--- config.mk ---
export PLATFORM = sky130hd
export DESIGN_NAME = prrc_top
export DESIGN_NICKNAME = d
export VERILOG_FILES = /design/src/rtl/prrc_pkg.sv /design/src/rtl/prrc_top.sv
export SDC_FILE = /design/constraint.sdc
export NUM_CORES = 1
export LEC_CHECK = 0
export ABC_AREA = 1
export ABC_CLOCK_PERIOD_IN_PS = 119700
export BUFFER_PORTS_ARGS = -buffer_cell sky130_fd_sc_hd__buf_2
export CAP_MARGIN = 20
export CORE_MARGIN = 2
export CORE_UTILIZATION = 40
export DETAILED_ROUTE_END_ITERATION = 8
export HOLD_SLACK_MARGIN = 0.12
export PLACE_DENSITY_LB_ADDON = 0.25
export SYNTH_ARGS = -nofsm -noshare
export SYNTH_HDL_FRONTEND = slang
export SYNTH_SLANG_ARGS = --single-unit
--- constraint.sdc ---
create_clock -name core_clk_in -period 119.7 [get_ports core_clk_in]
set_input_delay 0 -clock core_clk_in [delete_from_list [all_inputs] [get_ports core_clk_in]]
set_output_delay 0 -clock core_clk_in [all_outputs]
set_load 0.005 [all_outputs]
--- src/rtl/prrc_pkg.sv ---
package prrc_pkg;
  // Command opcodes on the command port
  localparam logic [3:0] CMD_UNLOCK = 4'h1;
  localparam logic [3:0] CMD_FSCALE = 4'h2;
  localparam logic [3:0] CMD_HIGH = 4'h3;
  localparam logic [3:0] CMD_INTEG = 4'h4;
  localparam logic [3:0] CMD_IDLE = 4'h5;
  localparam logic [3:0] CMD_SAVE = 4'h6;
  localparam logic [3:0] CMD_CLRERR = 4'h7;
  // Register read addresses
  localparam logic [3:0] ADDR_FSCALE = 4'h0;
  localparam logic [3:0] ADDR_FSUNIT = 4'h1;
  localparam logic [3:0] ADDR_HIGH = 4'h2;
  localparam logic [3:0] ADDR_INTEG = 4'h3;
  localparam logic [3:0] ADDR_IDLE = 4'h4;
  localparam logic [3:0] ADDR_STATUS = 4'h5;
  localparam logic [3:0] ADDR_FSREF = 4'h6;
  localparam logic [3:0] ADDR_TICKCFG = 4'h7;
  // Units that may not carry a custom full scale (not checked: CMD_FSCALE takes any pressure_unit_select_in)
  localparam logic [4:0] UNIT_USER = 5'h0D;
  localparam logic [4:0] UNIT_LOGIC_COMMON = 5'h0E;
  localparam logic [4:0] UNIT_PERCENT_SCALE = 5'h0F;
  // Analog level limits in 50 mV counts
  localparam logic [7:0] HIGH_MAX = 8'h64;
  localparam logic [7:0] HIGH_RESET = 8'h64;
  // Integration limits
  localparam logic [7:0] INTEG_MAX = 8'h78;
  localparam logic [7:0] INTEG_RESET = 8'h02;
  localparam logic INTEG_FORM_RATE = 1'b1;
  localparam logic INTEG_FORM_PERIOD = 1'b0;
  localparam logic [7:0] IDLE_RESET = 8'h00;
  localparam logic [7:0] IDLE_MAX = 8'hFF;
  // Period step 100 ms at 50 MHz
  localparam int CLK_HZ = 50000000;
  localparam int PERIOD_STEP_MS = 100;
  localparam int PERIOD_STEP_CYC = CLK_HZ / 1000 * PERIOD_STEP_MS;
  localparam int STEPS_PER_SEC = 1000 / PERIOD_STEP_MS;
endpackage

--- src/rtl/prrc_top.sv ---
// Design decisions made here: the strobed register port and the placing of the registers.
`timescale 1ns/100ps
module prrc_top #(
  parameter int FS_W = 20,
  parameter int STEP_CYC = prrc_pkg::PERIOD_STEP_CYC
) (
  // Clock and reset
  input wire logic core_clk_in,
  input wire logic rst_b_in,
  // Command port
  input wire logic cmd_valid_in,
  input wire logic [3:0] cmd_op_in,
  input wire logic [FS_W-1:0] cmd_arg_in,
  input wire logic cmd_form_in,
  // Register read port
  input wire logic rd_in,
  input wire logic [3:0] addr_in,
  output logic [31:0] rdata_out,
  // Context from the rest of the device
  input wire logic [FS_W-1:0] factory_fs_in,
  input wire logic [4:0] pressure_unit_select_in,
  input wire logic [7:0] low_level_in,
  input wire logic watchdog_output_option_in,
  input wire logic speed_shift_first_in,
  input wire logic speed_shift_second_in,
  // Configuration outputs
  output logic [FS_W-1:0] fs_ref_out,
  output logic [7:0] high_level_out,
  output logic integ_tick_out,
  output logic sample_out,
  output logic speed_shift_en_out,
  output logic command_error_flag_out
);
  typedef struct packed {
    logic unlocked;
    logic [FS_W-1:0] fscale;
    logic [4:0] fs_unit;
    logic [7:0] high;
    logic integ_form;
    logic [7:0] integ_val;
    logic saved_form;
    logic [7:0] saved_val;
    logic [7:0] idle;
    logic err;
    logic [31:0] step_cnt;
    logic [7:0] skip_cnt;
    logic tick;
    logic sample;
    logic [31:0] rdata;
  } prrc_state_t;

  prrc_state_t st_r, st_nxt;
  logic [FS_W-1:0] half_fs;
  logic [31:0] tick_len;
  logic wr_ok;
  logic [7:0] arg8;

  assign half_fs = factory_fs_in >> 1;
  assign arg8 = (cmd_arg_in > FS_W'(prrc_pkg::IDLE_MAX)) ? prrc_pkg::IDLE_MAX : cmd_arg_in[7:0];
  assign wr_ok = cmd_valid_in && st_r.unlocked;

  // Rate form: one second of steps split n ways; period form: n steps of 100 ms
  // Both scale with STEP_CYC, so a short step in simulation shortens both forms alike
  always_comb begin
    if (st_r.integ_form == prrc_pkg::INTEG_FORM_RATE) begin
      tick_len = (32'(STEP_CYC) * 32'(prrc_pkg::STEPS_PER_SEC)) / 32'(st_r.integ_val);
    end else begin
      tick_len = 32'(STEP_CYC) * 32'(st_r.integ_val);
    end
  end

  always_comb begin
    st_nxt = st_r;
    st_nxt.tick = 1'b0;
    st_nxt.sample = 1'b0;
    // Tick generator runs first, so an integration command below can restart the period
    if (st_r.step_cnt + 32'h1 >= tick_len) begin
      st_nxt.step_cnt = '0;
      st_nxt.tick = 1'b1;
      if (st_r.integ_form == prrc_pkg::INTEG_FORM_RATE) begin
        st_nxt.sample = 1'b1;
        st_nxt.skip_cnt = '0;
      end else if (st_r.skip_cnt >= st_r.idle) begin
        st_nxt.sample = 1'b1;
        st_nxt.skip_cnt = '0;
      end else begin
        st_nxt.skip_cnt = st_r.skip_cnt + 8'h01;
      end
    end else begin
      st_nxt.step_cnt = st_r.step_cnt + 32'h1;
    end
    // Unlock lasts only until the next command of any kind
    if (cmd_valid_in) begin
      st_nxt.unlocked = (cmd_op_in == prrc_pkg::CMD_UNLOCK);
    end
    if (wr_ok) begin
      case (cmd_op_in)
        prrc_pkg::CMD_FSCALE: begin
          if (cmd_arg_in == '0) begin
            st_nxt.fscale = '0;
          end else if (cmd_arg_in >= half_fs && cmd_arg_in <= factory_fs_in) begin
            st_nxt.fscale = cmd_arg_in;
            st_nxt.fs_unit = pressure_unit_select_in;
          end else begin
            st_nxt.err = 1'b1;
          end
        end
        prrc_pkg::CMD_HIGH: begin
          if (arg8 == 8'h00 || arg8 >= prrc_pkg::HIGH_MAX) begin
            // The clamped value is still refused when it meets the low level
            if (prrc_pkg::HIGH_MAX == low_level_in) st_nxt.err = 1'b1;
            else st_nxt.high = prrc_pkg::HIGH_MAX;
          end else if (arg8 == low_level_in) begin
            st_nxt.err = 1'b1;
          end else begin
            st_nxt.high = arg8;
          end
        end
        prrc_pkg::CMD_INTEG: begin
          if (cmd_arg_in > FS_W'(prrc_pkg::INTEG_MAX)) begin
            st_nxt.err = 1'b1;
          end else if (cmd_arg_in == '0) begin
            st_nxt.integ_form = st_r.saved_form;
            st_nxt.integ_val = st_r.saved_val;
          end else begin
            st_nxt.integ_form = cmd_form_in;
            st_nxt.integ_val = cmd_arg_in[7:0];
          end
          // Restart the period so the new length applies at once
          st_nxt.step_cnt = '0;
        end
        prrc_pkg::CMD_IDLE: begin
          if (cmd_arg_in > FS_W'(prrc_pkg::IDLE_MAX) || (watchdog_output_option_in && cmd_arg_in != '0)) begin
            st_nxt.err = 1'b1;
          end else begin
            st_nxt.idle = cmd_arg_in[7:0];
          end
        end
        prrc_pkg::CMD_SAVE: begin
          st_nxt.saved_form = st_r.integ_form;
          st_nxt.saved_val = st_r.integ_val;
        end
        prrc_pkg::CMD_CLRERR: begin
          st_nxt.err = 1'b0;
        end
        default: begin
        end
      endcase
    end
    st_nxt.rdata = '0;
    if (rd_in) begin
      case (addr_in)
        prrc_pkg::ADDR_FSCALE: st_nxt.rdata = 32'(st_r.fscale);
        prrc_pkg::ADDR_FSUNIT: st_nxt.rdata = 32'(st_r.fs_unit);
        prrc_pkg::ADDR_HIGH: st_nxt.rdata = 32'(st_r.high);
        prrc_pkg::ADDR_INTEG: st_nxt.rdata = {23'h0, st_r.integ_form, st_r.integ_val};
        prrc_pkg::ADDR_IDLE: st_nxt.rdata = 32'(st_r.idle);
        prrc_pkg::ADDR_STATUS: st_nxt.rdata = {31'h0, st_r.err};
        prrc_pkg::ADDR_FSREF: st_nxt.rdata = 32'(fs_ref_out);
        prrc_pkg::ADDR_TICKCFG: st_nxt.rdata = 32'(st_r.skip_cnt);
        default: st_nxt.rdata = '0;
      endcase
    end
  end

  always_ff @(posedge core_clk_in or negedge rst_b_in) begin
    if (!rst_b_in) begin
      st_r <= '0;
      st_r.high <= prrc_pkg::HIGH_RESET;
      st_r.integ_form <= prrc_pkg::INTEG_FORM_PERIOD;
      st_r.integ_val <= prrc_pkg::INTEG_RESET;
      st_r.saved_form <= prrc_pkg::INTEG_FORM_PERIOD;
      st_r.saved_val <= prrc_pkg::INTEG_RESET;
      st_r.idle <= prrc_pkg::IDLE_RESET;
    end else begin
      st_r <= st_nxt;
    end
  end

  // Outputs, all registered
  logic [FS_W-1:0] fs_ref_r;
  logic spd_r;
  always_ff @(posedge core_clk_in or negedge rst_b_in) begin
    if (!rst_b_in) begin
      fs_ref_r <= '0;
      spd_r <= 1'b0;
    end else begin
      fs_ref_r <= (st_nxt.fscale != '0) ? st_nxt.fscale : factory_fs_in;
      spd_r <= (st_nxt.integ_form == prrc_pkg::INTEG_FORM_PERIOD) &&
               (speed_shift_first_in || speed_shift_second_in);
    end
  end
  assign fs_ref_out = fs_ref_r;
  assign speed_shift_en_out = spd_r;
  assign high_level_out = st_r.high;
  assign integ_tick_out = st_r.tick;
  assign sample_out = st_r.sample;
  assign command_error_flag_out = st_r.err;
  assign rdata_out = st_r.rdata;
endmodule

==> results.md <==
* Setup TNS at 0 ps
* Post-Place Worst Slack at approximately 55000 ps
* Most frequent CP cell: nand2_1
* Synth top area share at 15.8%
* Share of cells above drive strength 1 at 12.6%
* TritonCTS clock tree: built
* First-pass GRT wire length at 185 mm
* Port-buffer cells at 120
* Period utilization at 53.7%
* Detailed Route WL at 113 mm
* Synth Cell Area at 36100 um^2
* Clock root buffer: clkbuf_16
* Yosys warnings at 0
* Post-CTS Hold Buffers at 64
* Drt pass-1 iters at 8
* CTS clk-pin slew, worst paths at 70 ps
* Required time worst endpoint at ~120000 ps
* Synthesis-stage register bit count at 144
* Final setup vio count at 0
* TritonCTS Sinks at 144
* Cells after Synth at 5991
* Worst-path maximum fanout at 31
* Worst Tran Pin Value at between 1000 and 1500 ps
* Die Span X at about 300 um
* Max Slew Vio Count at 0
* Startpoint Class: flop
* Initial Util at 40.3%
* Vias at about 38k
* Dpl hpwl at just over 90 mm
* Worst setup margin at 55440 ps
* Area delta synth->final at 6.83%
* Post-synthesis sequential area ratio at 9.99%
* Finished Layout Cells at 7278
* Outcome: complete, no violations
* Cell taking the most area after synthesis: nand2_1
* Slowest-stage cell, CP: nor2_1
* Clk buf depth at 2
* Rows at 110
* Predominant post-synthesis flop cell: dfrtp_1
* Max cap viols at 0
* DRC Markers at 0
* Asr flop ratio synth at 100%
* GR Util All Layers at 23.9%
* CP max stage delay at 620 ps
* Vias in the first global route at ~36k
* Final Hold Fails at 0
* Antenna Nets Post-Route at 0
* Filler cells at 9675
* Synth top area cells: nand2_1, ha_1, dfrtp_1
* Commonest non-fill, non-tap cell in the layout: nand2_1
* Clock Skew at 14.0 ps
* Fmax achieved at 0.0156 GHz
* Worst Setup End Kind: flop
* Antenna violations before repair at 0
* Die ar. at 92800 um^2
* Netlist cell types at 84
* I/O pin count at 133
* R2R Path Start: st_r[92]
* DP Cell Count at roughly 7.2k
* WL/cell at 15.6 um
* Worst hold-check path type: in2reg
* Max transition margin at a little under a third
* EDFF count, synth at 0
* Critical path origin: st_r[92]
* Clock Latency Late Sink at 460 ps
* Net count, final at 6527
* Largest net degree at the start of global routing at 88
* Vias per Instance at ~5.3
* Final min period at 64260 ps
* 1st-iter DRT viols at 2559
* Diodes inserted at 0
* GRT overflow at 0
* DIE HEIGHT at 305 um
* Most frequent cells in the layout: nand2_1, inv_1, nor2_1
* Core Util, Final at 43.0%
* Critical Path AT at between 60000 and 70000 ps
* Placer congestion estimate at 0.954
* Synthesized area per cell at 6.03 um^2
* CTS buffer count at 17
* Core area at 89700 um^2
* PostCTS Resize Cnt at 0
* Min-delay src: cmd_arg_in[0]
* Critical path class: reg2reg
* RSZ-0062 raised after global routing: no
* H-tree depth at 4
* Post-CTS Setup Inserts at 0
[worst max-delay path: cells and delay by family, from the launching register on]
kind	cells	cell delay (ps)
flops	1	580
buf+inv	47	6040
fa+ha+maj	32	10540
compound gates	104	19280
simple gates	193	27500
[registers in the layout, summed over array words and instances, names as in the netlist]
| signal | cells |
|---|---|
| command_error_flag_out | 1 |
| fs_ref_out | 20 |
| high_level_out | 8 |
| integ_tick_out | 1 |
| rdata_out | 20 |
| sample_out | 1 |
| speed_shift_en_out | 1 |
| st_r | 92 |
[worst paths after layout]
path | end | slack [ps] | cells after the start
max in group asynchronous | st_r[92] | 118110 | 3
min in group asynchronous | fs_ref_out[11] | 170 | 2
min | st_r[75] | 160 | 3
max | st_r[69] | 55440 | 376
max reg2reg | st_r[69] | 55440 | 376
min reg2reg | st_r[77] | 490 | 2
[synthesized netlist by cell type, types with 7 or more instances]
master / n
a211oi_1: 10
a21o_1: 8
a21oi_1: 276
a221oi_1: 7
a31oi_1: 19
and2_1: 8
buf_4: 44
buf_6: 18
buf_8: 8
clkbuf_1: 44
clkinv_1: 30
clkinv_2: 10
dfrtp_1: 139
fa_1: 20
ha_1: 349
inv_1: 847
inv_2: 58
nand2_1: 1524
nand2_2: 140
nand2_4: 69
nand3_1: 465
nand3_2: 88
nand3_4: 22
nand3b_1: 35
nand4_1: 176
nand4_2: 8
nor2_1: 582
nor2_2: 61
nor2_4: 47
nor3_1: 53
nor4_1: 20
o211ai_1: 14
o21a_1: 11
o21ai_0: 309
o21ai_1: 50
o21ai_2: 24
o21bai_1: 41
o31ai_1: 12
or2_2: 14
xnor2_1: 84
xor2_1: 140
[area by class of cell]
| cell class | instances | area [um^2] | share of cell area [%] |
|---|---|---|---|
| clock buffers | 19 | 453 | 1.17 |
| clock inverters | 13 | 121 | 0.314 |
| inverters | 950 | 3600 | 9.34 |
| multi-input cells | 4773 | 27900 | 72.4 |
| flip-flops and latches | 144 | 3610 | 9.35 |
| well taps | 1176 | 1470 | 3.81 |
| repair buffers | 203 | 1400 | 3.63 |
[routing by layer]
metal	up-vias	track usage (%)	routed length, um
met5	-	0	0
met4	0	5.48	2410
met3	159	1.59	4780
met2	913	42.0	53500
met1	17600	31.8	52500
li1	19700	-	-
[through the flow]
stage	hold slack [ps]	instance area (um^2)
3_3_place_gp	121	37400
4_1_cts	138	38600
5_1_grt	181	38600
6_report	158	38600
3_5_place_dp	118	37400
2_1_floorplan	-296	36200
[logic make-up after synthesis]
logic type | Yosys count | share of synthesized area [%]
compound gates | 821 | 12.9
xor+xnor | 226 | 5.55
fa+ha+maj | 369 | 13.2
buf+inv | 1085 | 12.8
flops | 144 | 9.99
mux | 5 | 0.156
other cells | 1 | 0.0104
simple gates | 3340 | 45.4
Power is not shown: default switching activity piles up to over one toggle a cycle in this logic, so the estimate is an artifact.
